--- config.mk ---
export PLATFORM = sky130hd
export DESIGN_NAME = crd_readout
export DESIGN_NICKNAME = d
export VERILOG_FILES = /design/src/hw/crd_pkg.sv /design/src/hw/crd_readout.sv
export SDC_FILE = /design/constraint.sdc
export NUM_CORES = 1
export LEC_CHECK = 0
export BUFFER_PORTS_ARGS = -buffer_cell sky130_fd_sc_hd__buf_2
export CAP_MARGIN = 10
export CORE_AREA = 3 3 211 213
export CTS_CLUSTER_SIZE = 14
export DETAILED_ROUTE_END_ITERATION = 16
export DIE_AREA = 0 0 214 216
export GPL_TIMING_DRIVEN = 0
export PLACE_DENSITY_LB_ADDON = 0.2
export SLEW_MARGIN = 20
export SYNTH_ARGS = -nofsm -noshare
export SYNTH_HDL_FRONTEND = slang
export SYNTH_SLANG_ARGS = --single-unit
--- constraint.sdc ---
create_clock -name core_clk -period 11.1 [get_ports core_clk]
set_input_delay 2.775 -clock core_clk [delete_from_list [all_inputs] [get_ports core_clk]]
set_output_delay 2.775 -clock core_clk [all_outputs]
set_load 0.01 [all_outputs]
--- src/hw/crd_pkg.sv ---
// crd_pkg: constants for the cache and TLB debug readout block.
// assumes one core clock; raw entry layouts are those of the array port.
package crd_pkg;

   // ----------------------------------------------------------------
   // selection word
   // ----------------------------------------------------------------
   localparam int SEL_CODE_LSB = 24;
   localparam int SEL_WAY_LSB = 18;
   localparam int SEL_COPY_BIT = 17;
   localparam int SEL_BANK_LSB = 16;
   localparam logic [7:0] CODE_GHB = 8'h03;
   localparam logic [7:0] CODE_ITLB = 8'h04;
   localparam logic [7:0] CODE_BRANCH_PREDICTION_QUEUE = 8'h05;
   localparam logic [7:0] CODE_DTAG = 8'h08;
   localparam logic [7:0] CODE_DDATA = 8'h09;
   localparam logic [7:0] CODE_DTLB = 8'h0A;
   // location bits kept per array, reserved bits cleared
   localparam logic [23:0] KEEP_DTAG = 24'h0E3FC0;
   localparam logic [23:0] KEEP_DDATA = 24'h0F3FC0;
   localparam logic [23:0] KEEP_DTLB = 24'h00003F;
   localparam logic [23:0] KEEP_ITLB = 24'h0000FF;
   localparam logic [23:0] KEEP_BRANCH_PREDICTION_QUEUE = 24'h0003F0;
   localparam logic [23:0] KEEP_GHB = 24'h003FF0;
   localparam logic [7:0] TLB_ENTRIES = 8'h30;

   // ----------------------------------------------------------------
   // system register numbers and privilege
   // ----------------------------------------------------------------
   localparam logic [2:0] REG_IDATA0 = 3'h0;
   localparam logic [2:0] REG_IDATA1 = 3'h1;
   localparam logic [2:0] REG_IDATA2 = 3'h2;
   localparam logic [2:0] REG_DDATA0 = 3'h3;
   localparam logic [2:0] REG_DDATA1 = 3'h4;
   localparam logic [2:0] REG_DDATA2 = 3'h5;
   localparam logic [1:0] EL_TOP = 2'h3;
   localparam logic [63:0] READOUT_RESET = 64'h0;
   localparam logic [31:0] SELECT_RESET = 32'h0;

   // ----------------------------------------------------------------
   // raw entry layout on the array port
   // ----------------------------------------------------------------
   localparam int RAW_W = 160;
   localparam int DT_R_STATE = 0;
   localparam int DT_R_HINT = 2;
   localparam int DT_R_PA = 3;
   localparam int DT_R_NS = 39;
   localparam int DT_R_ECC = 40;
   localparam int DD_R_CHK = 128;
   localparam int TL_R_VA = 0;
   localparam int TL_R_OSH = 2;
   localparam int TL_R_ISH = 3;
   localparam int TL_R_ATTR = 4;
   localparam int TL_R_SIZE = 7;
   localparam int TL_R_NS = 10;
   localparam int TL_R_REGIME = 11;
   localparam int TL_R_ASID = 13;
   localparam int TL_R_VMID = 29;
   localparam int TL_R_VALID = 45;
   localparam int TL_R_PALO = 46;
   localparam int TL_R_VAHI = 75;
   localparam int TL_R_PAHI = 110;
   localparam int TL_R_PAGE_HW_ATTRIBUTE = 117;
   localparam int IT_R_VA = 0;
   localparam int IT_R_PAGE_HW_ATTRIBUTE = 5;
   localparam int IT_R_ATTR = 7;
   localparam int IT_R_SIZE = 10;
   localparam int IT_R_PALO = 13;
   localparam int IT_R_VAHI = 45;
   localparam int IT_R_NS = 77;
   localparam int IT_R_PAHI = 78;

   // ----------------------------------------------------------------
   // readout field positions
   // ----------------------------------------------------------------
   localparam int DT_O_STATE = 0;
   localparam int DT_O_HINT = 2;
   localparam int DT_O_PA = 5;
   localparam int DT_O_NS = 41;
   localparam int DT_O_ECC = 42;
   localparam int TL_O_VALID = 0;
   localparam int TL_O_VMID = 1;
   localparam int TL_O_ASID = 17;
   localparam int TL_O_REGIME = 33;
   localparam int TL_O_NS = 35;
   localparam int TL_O_SIZE = 36;
   localparam int TL_O_ATTR = 50;
   localparam int TL_O_ISH = 57;
   localparam int TL_O_OSH = 58;
   localparam int TL_O_VA = 62;
   localparam int TL_O_PALO = 35;
   localparam int TL_O_PAGE_HW_ATTRIBUTE = 7;
   localparam int IT_O_SIZE = 50;
   localparam int IT_O_ATTR = 53;
   localparam int IT_O_PAGE_HW_ATTRIBUTE = 57;
   localparam int IT_O_VA = 59;
   localparam int IT_O_PALO = 32;
   localparam int IT_O_NS = 4;

   typedef enum logic [1:0] {
      CRD_IDLE = 2'b00,
      CRD_REQ = 2'b01,
      CRD_WAIT = 2'b10
   } crd_state_e;

endpackage

--- src/hw/crd_readout.sv ---
// crd_readout: privileged debug readout of L1 data cache, TLB and
// branch predictor arrays into six 64-bit read-only registers.
// assumes the array port answers every request exactly once.
//
// Functional notes
// RULE_01 - select write and reads only at top level
// RULE_02 - six read-only readout registers, instruction and data
// RULE_03 - selector bits 31:24 pick tag, data, TLB
// RULE_04 - data cache treated as four-way set associative
// RULE_05 - tag read bit 17 picks pipe copy
// RULE_06 - data read bits 17:16 pick doubleword bank
// RULE_07 - data TLB entry in bits 5:0, 0-47
// RULE_08 - tag readout: ECC, non-secure, physical address
// RULE_09 - tag readout: hint bit 2, coherence state
// RULE_10 - data readout: words 1:0 then 3:2
// RULE_11 - data register 2 holds poison and ECC
// RULE_12 - memory attributes as three-bit code
// RULE_13 - data TLB register 0 upper fields
// RULE_14 - data TLB register 0 ASID, VMID, valid
// RULE_15 - data TLB registers 1 and 2 addresses
// RULE_16 - instruction TLB register 0 fields
// RULE_17 - instruction TLB registers 1 and 2
// RULE_18 - queue entry split across registers 0, 2
// RULE_19 - history buffer entry split registers 0, 1
// RULE_20 - reserved select bits ignored, unused bits zero
// RULE_21 - software waits for fetch before reading
`timescale 1ns/1ps
`default_nettype none

module crd_readout
(
   // clock and reset
   input wire logic core_clk,
   input wire logic rst,
   // build options
   input wire logic cache_protect_present,
   input wire logic page_attr_build_option,
   // system register access
   input wire logic sys_req_valid,
   input wire logic sys_req_write,
   input wire logic [2:0] sys_req_reg,
   input wire logic [1:0] sys_req_el,
   input wire logic [31:0] sys_req_wdata,
   output logic sys_rsp_valid,
   output logic sys_rsp_undef,
   output logic [63:0] sys_rsp_rdata,
   output logic sel_busy,
   // array fetch port
   output logic arr_req_valid,
   output logic [7:0] arr_req_code,
   output logic [1:0] arr_req_way,
   output logic arr_req_copy,
   output logic [1:0] arr_req_bank,
   output logic [23:0] arr_req_loc,
   input wire logic arr_rsp_valid,
   input wire logic [crd_pkg::RAW_W-1:0] arr_rsp_data
);

   crd_pkg::crd_state_e state_q;
   logic [31:0] select_q;
   logic [63:0] idata_q [3];
   logic [63:0] ddata_q [3];
   logic [63:0] ipack [3];
   logic [63:0] dpack [3];
   logic protect_q;
   logic page_hw_attribute_opt_q;
   logic priv_ok;
   logic take_write;
   logic [7:0] code;
   logic [23:0] keep;
   logic known;
   logic in_range;
   logic data_side;

   // ----------------------------------------------------------------
   // request decode
   // ----------------------------------------------------------------
   assign priv_ok = (sys_req_el == crd_pkg::EL_TOP); // RULE_01
   assign take_write = sys_req_valid && sys_req_write && priv_ok &&
      (state_q == crd_pkg::CRD_IDLE);
   assign code = select_q[31:crd_pkg::SEL_CODE_LSB]; // RULE_03

   always_comb
   begin
      keep = 24'h000000;
      known = 1'b1;
      data_side = 1'b0;
      unique case (code) // RULE_20
         crd_pkg::CODE_DTAG:
         begin
            keep = crd_pkg::KEEP_DTAG;
            data_side = 1'b1;
         end
         crd_pkg::CODE_DDATA:
         begin
            keep = crd_pkg::KEEP_DDATA;
            data_side = 1'b1;
         end
         crd_pkg::CODE_DTLB:
         begin
            keep = crd_pkg::KEEP_DTLB;
            data_side = 1'b1;
         end
         crd_pkg::CODE_ITLB: keep = crd_pkg::KEEP_ITLB;
         crd_pkg::CODE_BRANCH_PREDICTION_QUEUE: keep = crd_pkg::KEEP_BRANCH_PREDICTION_QUEUE;
         crd_pkg::CODE_GHB: keep = crd_pkg::KEEP_GHB;
         default: known = 1'b0;
      endcase
   end

   // entries 48 and up do not exist
   assign in_range = (code != crd_pkg::CODE_DTLB) ||
      ({2'b00, select_q[5:0]} < crd_pkg::TLB_ENTRIES); // RULE_07

   // ----------------------------------------------------------------
   // selection register and fetch sequence
   // ----------------------------------------------------------------
   always_ff @(posedge core_clk)
   begin
      if (rst)
         select_q <= crd_pkg::SELECT_RESET;
      else if (take_write)
         select_q <= sys_req_wdata; // RULE_01
   end

   always_ff @(posedge core_clk)
   begin
      if (rst)
         state_q <= crd_pkg::CRD_IDLE;
      else
      begin
         unique case (state_q)
            crd_pkg::CRD_IDLE:
               if (take_write)
                  state_q <= crd_pkg::CRD_REQ;
            crd_pkg::CRD_REQ:
               if (known && in_range)
                  state_q <= crd_pkg::CRD_WAIT;
               else
                  state_q <= crd_pkg::CRD_IDLE;
            crd_pkg::CRD_WAIT:
               if (arr_rsp_valid)
                  state_q <= crd_pkg::CRD_IDLE;
            default: state_q <= crd_pkg::CRD_IDLE;
         endcase
      end
   end

   always_ff @(posedge core_clk)
   begin
      if (rst)
      begin
         arr_req_valid <= 1'b0;
         arr_req_code <= 8'h00;
         arr_req_way <= 2'h0;
         arr_req_copy <= 1'b0;
         arr_req_bank <= 2'h0;
         arr_req_loc <= 24'h000000;
      end
      else
      begin
         arr_req_valid <= (state_q == crd_pkg::CRD_REQ) && known &&
            in_range;
         arr_req_code <= code;
         // way is set-associative placement within four ways
         arr_req_way <= (code == crd_pkg::CODE_DTAG ||
            code == crd_pkg::CODE_DDATA) ?
            select_q[crd_pkg::SEL_WAY_LSB +: 2] : 2'h0; // RULE_04
         arr_req_copy <= (code == crd_pkg::CODE_DTAG) &&
            select_q[crd_pkg::SEL_COPY_BIT]; // RULE_05
         arr_req_bank <= (code == crd_pkg::CODE_DDATA) ?
            select_q[crd_pkg::SEL_BANK_LSB +: 2] : 2'h0; // RULE_06
         arr_req_loc <= select_q[23:0] & keep; // RULE_20
      end
   end

   always_ff @(posedge core_clk)
   begin
      if (rst)
         sel_busy <= 1'b0;
      else
         sel_busy <= take_write || (state_q == crd_pkg::CRD_REQ &&
            known && in_range) ||
            (state_q == crd_pkg::CRD_WAIT && !arr_rsp_valid); // RULE_21
   end

   always_ff @(posedge core_clk)
   begin
      protect_q <= cache_protect_present;
      page_hw_attribute_opt_q <= page_attr_build_option;
   end

   // ----------------------------------------------------------------
   // packing of the returned entry
   // ----------------------------------------------------------------
   always_comb
   begin
      for (int i = 0; i < 3; i++)
      begin
         ipack[i] = 64'h0; // RULE_20
         dpack[i] = 64'h0;
      end
      unique case (code)
         crd_pkg::CODE_DTAG:
         begin
            dpack[0][crd_pkg::DT_O_ECC +: 7] =
               arr_rsp_data[crd_pkg::DT_R_ECC +: 7]; // RULE_08
            dpack[0][crd_pkg::DT_O_NS] = arr_rsp_data[crd_pkg::DT_R_NS];
            dpack[0][crd_pkg::DT_O_PA +: 36] =
               arr_rsp_data[crd_pkg::DT_R_PA +: 36];
            dpack[0][crd_pkg::DT_O_HINT] =
               arr_rsp_data[crd_pkg::DT_R_HINT]; // RULE_09
            dpack[0][crd_pkg::DT_O_STATE +: 2] =
               arr_rsp_data[crd_pkg::DT_R_STATE +: 2];
         end
         crd_pkg::CODE_DDATA:
         begin
            dpack[0] = arr_rsp_data[63:0]; // RULE_10
            dpack[1] = arr_rsp_data[127:64];
            if (protect_q)
               dpack[2][31:0] = arr_rsp_data[crd_pkg::DD_R_CHK +: 32]; // RULE_11
         end
         crd_pkg::CODE_DTLB:
         begin
            dpack[0][crd_pkg::TL_O_VA +: 2] =
               arr_rsp_data[crd_pkg::TL_R_VA +: 2]; // RULE_13
            dpack[0][crd_pkg::TL_O_OSH] = arr_rsp_data[crd_pkg::TL_R_OSH];
            dpack[0][crd_pkg::TL_O_ISH] = arr_rsp_data[crd_pkg::TL_R_ISH];
            dpack[0][crd_pkg::TL_O_ATTR +: 3] =
               arr_rsp_data[crd_pkg::TL_R_ATTR +: 3]; // RULE_12
            dpack[0][crd_pkg::TL_O_SIZE +: 3] =
               arr_rsp_data[crd_pkg::TL_R_SIZE +: 3];
            dpack[0][crd_pkg::TL_O_NS] = arr_rsp_data[crd_pkg::TL_R_NS];
            dpack[0][crd_pkg::TL_O_REGIME +: 2] =
               arr_rsp_data[crd_pkg::TL_R_REGIME +: 2];
            dpack[0][crd_pkg::TL_O_ASID +: 16] =
               arr_rsp_data[crd_pkg::TL_R_ASID +: 16]; // RULE_14
            dpack[0][crd_pkg::TL_O_VMID +: 16] =
               arr_rsp_data[crd_pkg::TL_R_VMID +: 16];
            dpack[0][crd_pkg::TL_O_VALID] =
               arr_rsp_data[crd_pkg::TL_R_VALID];
            dpack[1][crd_pkg::TL_O_PALO +: 29] =
               arr_rsp_data[crd_pkg::TL_R_PALO +: 29]; // RULE_15
            dpack[1][34:0] = arr_rsp_data[crd_pkg::TL_R_VAHI +: 35];
            dpack[2][6:0] = arr_rsp_data[crd_pkg::TL_R_PAHI +: 7];
            if (page_hw_attribute_opt_q)
               dpack[2][crd_pkg::TL_O_PAGE_HW_ATTRIBUTE +: 2] =
                  arr_rsp_data[crd_pkg::TL_R_PAGE_HW_ATTRIBUTE +: 2];
         end
         crd_pkg::CODE_ITLB:
         begin
            ipack[0][crd_pkg::IT_O_VA +: 5] =
               arr_rsp_data[crd_pkg::IT_R_VA +: 5]; // RULE_16
            if (page_hw_attribute_opt_q)
               ipack[0][crd_pkg::IT_O_PAGE_HW_ATTRIBUTE +: 2] =
                  arr_rsp_data[crd_pkg::IT_R_PAGE_HW_ATTRIBUTE +: 2];
            ipack[0][crd_pkg::IT_O_ATTR +: 3] =
               arr_rsp_data[crd_pkg::IT_R_ATTR +: 3]; // RULE_12
            ipack[0][crd_pkg::IT_O_SIZE +: 3] =
               arr_rsp_data[crd_pkg::IT_R_SIZE +: 3];
            ipack[1][crd_pkg::IT_O_PALO +: 32] =
               arr_rsp_data[crd_pkg::IT_R_PALO +: 32]; // RULE_17
            ipack[1][31:0] = arr_rsp_data[crd_pkg::IT_R_VAHI +: 32];
            ipack[2][crd_pkg::IT_O_NS] = arr_rsp_data[crd_pkg::IT_R_NS];
            ipack[2][3:0] = arr_rsp_data[crd_pkg::IT_R_PAHI +: 4];
         end
         crd_pkg::CODE_BRANCH_PREDICTION_QUEUE:
         begin
            ipack[0] = arr_rsp_data[63:0]; // RULE_18
            ipack[2][31:0] = arr_rsp_data[95:64];
         end
         crd_pkg::CODE_GHB:
         begin
            ipack[0] = arr_rsp_data[63:0]; // RULE_19
            ipack[1][17:0] = arr_rsp_data[81:64];
         end
         default:
         begin
            ipack[0] = 64'h0;
         end
      endcase
   end

   // ----------------------------------------------------------------
   // readout registers
   // ----------------------------------------------------------------
   for (genvar g = 0; g < 3; g++)
   begin : g_readout
      always_ff @(posedge core_clk)
      begin
         if (rst)
         begin
            idata_q[g] <= crd_pkg::READOUT_RESET;
            ddata_q[g] <= crd_pkg::READOUT_RESET;
         end
         else if (state_q == crd_pkg::CRD_WAIT && arr_rsp_valid)
         begin
            if (data_side)
               ddata_q[g] <= dpack[g]; // RULE_02
            else
               idata_q[g] <= ipack[g];
         end
         else if (state_q == crd_pkg::CRD_REQ && !(known && in_range))
         begin
            idata_q[g] <= crd_pkg::READOUT_RESET; // RULE_20
            ddata_q[g] <= crd_pkg::READOUT_RESET;
         end
      end
   end

   // ----------------------------------------------------------------
   // system register answer
   // ----------------------------------------------------------------
   always_ff @(posedge core_clk)
   begin
      if (rst)
      begin
         sys_rsp_valid <= 1'b0;
         sys_rsp_undef <= 1'b0;
         sys_rsp_rdata <= 64'h0;
      end
      else
      begin
         sys_rsp_valid <= sys_req_valid;
         sys_rsp_undef <= sys_req_valid && (!priv_ok ||
            (!sys_req_write && sys_req_reg > crd_pkg::REG_DDATA2)); // RULE_01
         sys_rsp_rdata <= 64'h0;
         if (sys_req_valid && !sys_req_write && priv_ok)
         begin
            unique case (sys_req_reg)
               crd_pkg::REG_IDATA0: sys_rsp_rdata <= idata_q[0]; // RULE_02
               crd_pkg::REG_IDATA1: sys_rsp_rdata <= idata_q[1];
               crd_pkg::REG_IDATA2: sys_rsp_rdata <= idata_q[2];
               crd_pkg::REG_DDATA0: sys_rsp_rdata <= ddata_q[0];
               crd_pkg::REG_DDATA1: sys_rsp_rdata <= ddata_q[1];
               crd_pkg::REG_DDATA2: sys_rsp_rdata <= ddata_q[2];
               default: sys_rsp_rdata <= 64'h0;
            endcase
         end
      end
   end

endmodule

`default_nettype wire

==> impl_results.md, run 1 <==
- Share of cells above drive strength 1: 23.5%
- Synth top area share: 50.3%
- Die Width: 214 um
- Routed len/inst: 28.2 um
- Clock Sinks: 449
- Area Growth Syn to Fin: 20.9%
- Die Y: 216 um
- TritonCTS clock tree: done
- Routed vias: 15.6k
- Die area: 46200 um2
- Inserted Clock Buffers: 48
- Avg Inst Size Synth: 12.0 um2
- Type of origin of the critical path: input port
- Fraction of registers with async set/reset: 0%
- F_max: 0.187 GHz
- Hold path start: select_q[2]
- # IOs: 309
- VDD IR max: 115 uV
- GPL Wtd Cong: 1.02
- Reg2reg start: select_q[25]
- Max Slew Vio Count: 0
- Minimum clock period: 5360 ps
- Slew margin rel.: 20.4%
- ANT nets after route: 0
- Register-to-Register Path Depth: 6
- Max stage delay cell, worst path: nor3_1
- Cts hold-fix bufs: 0
- Switch Pwr: 0.885 mW
- Setup TNS Final: 0 ps
- DR pass1 iterations: 8
- CP dominant cell by count: clkbuf_1
- EDFF count, synth: 320
- Most common cell after layout, fill and taps aside: buf_2
- CP peak stage delay: 960 ps
- Worst setup EP type: register
- Initial antenna violation count: 5
- Hold/Removal Path Class: register to register
- Placeable Area: 42900 um2
- Worst-path maximum fanout: 10
- Drt via density: 6.02
- Number of port buffers: 294
- DRC: 0
- DRT iter0 DRCs: 2258
- Leakage power: 8.41 nW
- Outcome: completed
- Gr ovfl total: 0
- Worst-path cell chain: buf_2 -> nor3_1 -> clkbuf_1 -> clkbuf_1 -> a22oi_1 -> a31oi_1
- GRT Total Usage: 30.5%
- Num rows: 76
- Final Setup Violations: 0
- Seq/Total Area, Yosys: 63.8%
- Sequential Power Share: 49.9%
- Gate power share: 6.8%
- R2R Path End: ddata_q[1][7]
- Initial core utilization: 44.6%
- Worst R2R Setup Slack: 7840 ps
- Clock Path Buffers: 3
- Pwr per Cell Area: 163 nW/um2
- Syn Std Cell Area: 19100 um2
- Hold depth: 2
- WP data arrival: 5810 ps
- Unrepaired setup endpoints after global routing: false
- Final WL: 72800 um
- Main synth FF type: edfxtp_1
- Setup Skew: 30.2 ps
- First-pass GRT wire length: 103000 um
- Post-synthesis cell type count: 57
- Slew of the pin with the lowest slew margin: 1180 ps
- CP required: 11550 ps
- Nets: 2158
- Synth Register Bits: 449
- Worst hold endpoint: select_q[2]
- Skew-Pair Late Insertion Delay: 600 ps
- Vias in the first global route: 14.8k
- Post-CTS setup buffer count: 0
- # resized after CTS: 0
- Int Pwr: 2.89 mW
- Worst-path clk slew: 60 ps
- Most frequent cells in the layout: 322 x buf_2, 320 x edfxtp_1, 223 x a22oi_1
- Ratio of final minimum period to clock period: 48.3%
- Detailed placement HPWL: 53700 um
- Root Driver: clkbuf_16
- Cell accounting for the most synthesized area: edfxtp_1
- Largest net degree at the start of global routing: 55
- WS Path Type: input port to register
- Area contributors post-synth: edfxtp_1 50%, dfxtp_1 14%, a22oi_1 8.8%, and2_1 5.5%, nor2_1 3.8%
- Max-Cap Viols: 0
- Final Hold Fails: 0
- Yosys warns: 0
- H-tree levels: 2
- Clk pwr share: 43.3%
- Sw frac: 23.4%
- Final Core Density: 53.9%
- Synth Instances: 1599
==> layout make-up <==
cell class / count / area, um2
sequential: 449 / 12200
inverter: 7 / 26.3
clock buffer: 75 / 1500
clock inverter: 15 / 118
timing repair buffer: 300 / 1600
fill: 3813 / 19800
multi-input combinational: 1011 / 6350
tap: 585 / 732
buffer: 137 / 587
antenna: 3 / 7.51
==> through the flow <==
step / instance area [um2] / setup slack (ps) / hold WS [ps] / power, mW / instances
after CTS: 23100 / 6090 / 454 / 3.77 / 2579
after global routing: 23100 / 5910 / 466 / 3.86 / 2579
after detailed placement: 21500 / 5460 / 446 / 2.17 / 2489
final: 23100 / 5740 / 453 / 3.77 / 2582
after global placement: 21300 / 3120 / 437 / 2.16 / 2483
after floorplan: 19100 / 4700 / 430 / 2.02 / 1604
==> synthesized netlist by cell type, types with 9 or more instances <==
| cell type | count |
|---|---|
| a21oi_1 | 68 |
| nor2_1 | 192 |
| buf_1 | 9 |
| a22oi_1 | 223 |
| o22a_1 | 9 |
| mux2_2 | 29 |
| edfxtp_1 | 320 |
| a211oi_1 | 36 |
| buf_2 | 28 |
| and2_1 | 168 |
| a32oi_1 | 9 |
| nand3_1 | 9 |
| mux2i_1 | 21 |
| nor3_1 | 33 |
| nor2b_1 | 45 |
| nand2_1 | 68 |
| clkbuf_1 | 89 |
| dfxtp_1 | 129 |
| nor3b_1 | 11 |
| a31oi_1 | 13 |
==> state kept, by name, summed over array words and instances (netlist names), 2 cells and up <==
signal,flops
idata_q,160
arr_req_way,2
arr_req_bank,2
sys_rsp_rdata,64
arr_req_code,8
ddata_q,160
arr_req_loc,18
select_q,26
state_q,2
==> per-layer routing <==
metal	vias up	wire length [um]	track usage (%)
li1	6645	-	-
met1	7500	27000	39.6
met2	1154	32400	47.1
met3	249	8830	7.59
met4	6	4520	16.9
met5	-	35	0
==> cells by family after synthesis <==
| logic type | synth area share [%] |
|---|---|
| AOI/OAI and AO/OA | 14.8 |
| xor gates and xnor gates | 0.0917 |
| buffers and inverters | 3.21 |
| DFF | 63.8 |
| muxes | 3.04 |
| other | 0.0196 |
| and+or+nand+nor | 15.1 |
==> critical path, delay by kind of cell <==
family                 cells  cell delay [ps]
buffers and inverters      3             1480
and+or+nand+nor            1              960
AOI/OAI and AO/OA          2              580
==> power by group through the flow <==
| stage | sequential (mW) | combinational [mW] | clock (mW) |
|---|---|---|---|
| 2_1_floorplan | 1.91 | 0.109 | 0 |
| 3_3_place_gp | 1.92 | 0.238 | 0 |
| 3_5_place_dp | 1.92 | 0.250 | 0 |
| 4_1_cts | 1.88 | 0.251 | 1.64 |
| 5_1_grt | 1.89 | 0.266 | 1.71 |
| 6_report | 1.88 | 0.258 | 1.63 |
==> worst max path at each step <==
stage | from | slack (ps) | to | cells after the start
6_report | sys_req_reg[1] | 5740 | sys_rsp_rdata[10] | 6
5_1_grt | sys_req_reg[1] | 5910 | sys_rsp_rdata[3] | 6
4_1_cts | sys_req_reg[1] | 6090 | sys_rsp_rdata[10] | 6
3_5_place_dp | sys_req_reg[1] | 5460 | sys_rsp_rdata[10] | 6
3_3_place_gp | arr_rsp_valid | 3120 | idata_q[1][6] | 3
2_1_floorplan | rst | 4700 | idata_q[0][0] | 4
(Power assumes the default switching activity.)
==> run 2: changes to the inputs <==
--- a/config.mk
+++ b/config.mk
@@ -5,12 +5,13 @@
 export SDC_FILE = /design/constraint.sdc
 export NUM_CORES = 1
 export LEC_CHECK = 0
+export ABC_AREA = 1
 export BUFFER_PORTS_ARGS = -buffer_cell sky130_fd_sc_hd__buf_2
 export CAP_MARGIN = 10
-export CORE_AREA = 3 3 211 213
+export CORE_AREA = 3 3 215 217
 export CTS_CLUSTER_SIZE = 14
 export DETAILED_ROUTE_END_ITERATION = 16
-export DIE_AREA = 0 0 214 216
+export DIE_AREA = 0 0 218 220
 export GPL_TIMING_DRIVEN = 0
 export PLACE_DENSITY_LB_ADDON = 0.2
 export SLEW_MARGIN = 20
==> constraint.sdc (replaced) <==
create_clock -name core_clk -period 5.55 [get_ports core_clk]
set_input_delay 1.3875 -clock core_clk [delete_from_list [all_inputs] [get_ports core_clk]]
set_output_delay 1.3875 -clock core_clk [all_outputs]
set_load 0.01 [all_outputs]
==> impl_results.md, run 2 <==
- Outcome: completed (unchanged)
- Synth Register Bits: 449 (unchanged)
- Most frequent cell after synthesis: edfxtp_1 (unchanged)
- WS Path Type: register to register (was input port to register)
- Routed vias: 18.5k (was 15.6k)
- DR pass1 iterations: 6 (was 8)
- Routed len/inst: 26.4 um (was 28.2 um)
- Dpl ws: 1820 ps (was 5460 ps)
- Most common cell after layout, fill and taps aside: buf_2 (unchanged)
- Synth Instances: 2138 (was 1599)
- Nets: 2695 (was 2158)
- Slew margin rel.: 27.3% (was 20.4%)
- Largest family of logic cells by synthesized area: simple AND/OR/NAND/NOR gates (unchanged)
- F_max: 0.306 GHz
- First-pass GRT wire length: 117000 um (was 103000 um)
- Minimum clock period: 3260 ps
- Leakage power: 9.48 nW (was 8.41 nW)
- Sequential Power Share: 48.2% (was 49.9%)
- Mux cell area share after synthesis: 0% (was 3.04%)
- Avg Inst Size Synth: 9.34 um2 (was 12.0 um2)
- Final Core Density: 54.3% (was 53.9%)
- Adder-Cell Fraction of Synth Area: 0% (unchanged)
- Worst-path maximum fanout: 49 (was 10)
- Synth Area in Compound Gates: 9.90% (was 14.8%)
- GRT Total Usage: 33.9% (was 30.5%)
- Cell accounting for the most synthesized area: edfxtp_1 (unchanged)
- Seq/Total Area, Yosys: 61.0% (was 63.8%)
- Post-synthesis cell type count: 31 (was 57)
- XOR/XNOR Fraction of Synth Area: 0% (was 0.0917%)
- Final Setup Violations: 0 (unchanged)
- Area Growth Syn to Fin: 20.4% (was 20.9%)
- Final instance count without filler cells: 3121 (was 2582)
- Die area: 48000 um2 (was 46200 um2)
- ANT nets after route: 0 (unchanged)
- Type of origin of the critical path: register (was input port)
- Simple-gate share of the synthesized area: 20.6% (was 15.1%)
- CP required: 5810 ps (was 11550 ps)
- Unrepaired setup endpoints after global routing: false (unchanged)
- Yosys warns: 0 (unchanged)
- Post-CTS setup buffer count: 0 (unchanged)
- H-tree levels: 2 (unchanged)
- Die Width: 218 um (was 214 um)
- Initial core utilization: 45.1% (was 44.6%)
- GPL Wtd Cong: 0.984 (was 1.02)
- Most frequent cells in the layout: 339 x buf_2, 320 x edfxtp_1, 279 x nor2_1 (was 322 x buf_2, 320 x edfxtp_1, 223 x a22oi_1)
- DRT iter0 DRCs: 2855 (was 2258)
- Fraction of registers with async set/reset: 0% (unchanged)
- Multi-input logic area: 6140 um2 (was 6350 um2)
- Switch Pwr: 1.86 mW (was 0.885 mW)
- Number of port buffers: 293 (was 294)
- Final Hold Fails: 0 (unchanged)
- Synth top area share: 48.1% (was 50.3%)
- Placeable Area: 44300 um2 (was 42900 um2)
- Worst-path clk slew: 60 ps (about the same)
- Num rows: 77 (was 76)
- Int Pwr: 5.85 mW (was 2.89 mW)
- Max Slew Vio Count: 0 (unchanged)
- Hold/Removal Path Class: register to register (unchanged)
- Final instance area: 24100 um2 (was 23100 um2)
- WP data arrival: 3520 ps (was 5810 ps)
- Placed inst area: 22400 um2 (was 21500 um2)
- # resized after CTS: 0 (unchanged)
- Skew-Pair Late Insertion Delay: 600 ps (about the same)
- Die Y: 220 um (was 216 um)
- Setup TNS Final: 0 ps (unchanged)
- Placed cell count: 3034 (was 2489)
- Max-Cap Viols: 0 (unchanged)
- Fill cells: 4224 (was 3813)
- TritonCTS clock tree: done (unchanged)
- Setup Skew: 23.0 ps (was 30.2 ps)
- Detailed placement HPWL: 62600 um (was 53700 um)
- Clock Path Buffers: 3 (unchanged)
- Clk pwr share: 44.6% (was 43.3%)
- Top cells by count, synth: 320 x edfxtp_1, 279 x nor2_1, 266 x nand3_1, 252 x inv_1, 243 x nand2_1 (was 320 x edfxtp_1, 223 x a22oi_1, 192 x nor2_1, 168 x and2_1, 129 x dfxtp_1)
- Sw frac: 24.1% (was 23.4%)
- Gate power share: 7.2% (was 6.8%)
- Ant. Diodes: 0 (was 3)
- Slew of the pin with the lowest slew margin: 1090 ps (was 1180 ps)
- Reg area: 12200 um2 (unchanged)
- EDFF count, synth: 320 (unchanged)
- Syn Std Cell Area: 20000 um2 (was 19100 um2)
- Root Driver: clkbuf_16 (unchanged)
- DRC: 0 (unchanged)
- Worst setup EP type: register (unchanged)
- Main synth FF type: edfxtp_1 (unchanged)
- Largest net degree at the start of global routing: 56 (was 55)
- Cts hold-fix bufs: 0 (unchanged)
- Area contributors post-synth: edfxtp_1 48%, dfxtp_1 13%, nand3_1 6.7%, nor2_1 5.2%, inv_1 4.7% (was edfxtp_1 50%, dfxtp_1 14%, a22oi_1 8.8%, and2_1 5.5%, nor2_1 3.8%)
- Ratio of final minimum period to clock period: 58.8%
- Vias in the first global route: 17.5k (was 14.8k)
- VDD IR max: 236 uV (was 115 uV)
- WHS: 448 ps (was 453 ps)
- Inserted Clock Buffers: 47 (was 48)
- Final WL: 82500 um (was 72800 um)
- Initial antenna violation count: 8 (was 5)
- Clock Sinks: 449 (unchanged)
- Gr ovfl total: 0 (unchanged)
- Share of cells above drive strength 1: 18.1% (was 23.5%)
- Pwr per Cell Area: 321 nW/um2 (was 163 nW/um2)
- # IOs: 309 (unchanged)
- Total Power: 7.71 mW (was 3.77 mW)
- Drt via density: 5.93 (was 6.02)
- Setup slack after layout: 2290 ps (was 5740 ps)
- Top Registers: ddata_q x160, idata_q x160, sys_rsp_rdata x64 (unchanged)
-- run 2: worst max-delay path, cell delays in order (launching register included) --
cell and delay, ps:
dfxtp_1 460, inv_2 100, nor2_1 90, nand2_1 90, nor2_4 450, buf_4 320
nand3_1 140, nand2_1 100, nand2_1 190, nand2_4 580, buf_16 330
-- run 2: routing by layer --
layer	GRT usage, %	share of wire, %	wire [um]	vias up
met2	52.0	44	35900	1351
met3	8.67	13	10900	262
met1	44.9	37	30900	8812
met5	0	0.12	99	-
met4	16.6	5.7	4670	14
li1	-	-	-	8053
-- run 2: worst paths after layout --
| path | from | to | slack, ps | cells past startpoint |
|---|---|---|---|---|
| worst min register to register | select_q[13] | arr_req_loc[13] | 450 | 2 |
| worst max register to register | select_q[25] | ddata_q[0][22] | 2290 | 10 |
| worst min-delay path | select_q[13] | arr_req_loc[13] | 450 | 2 |
| worst max-delay path | select_q[25] | ddata_q[0][22] | 2290 | 10 |
-- run 2: area by class of cell --
| type | count | share of cell area, % |
|---|---|---|
| tap | 592 | 3.08 |
| inverter | 258 | 4.03 |
| clock inverter | 13 | 0.479 |
| clock buffer | 74 | 6.54 |
| timing repair buffer | 299 | 6.69 |
| multi-input combinational | 1271 | 25.5 |
| buffer | 165 | 2.97 |
| sequential | 449 | 50.7 |
-- run 2: cell families (layout without fill, tap and decap cells) --
logic type	after synthesis	after routing
and+or+nand+nor	913	913
AOI/OAI and AO/OA	352	352
other	1	6
DFF	449	449
buffers and inverters	423	809
-- run 2: power by group through the flow --
stage	Clock [mW]	Sequential, mW	Combinational [mW]
floorplan	0	3.79	0.224
global placement	0	3.81	0.511
detailed placement	0	3.79	0.531
CTS	3.45	3.72	0.533
global route	3.58	3.72	0.574
finish	3.44	3.72	0.552
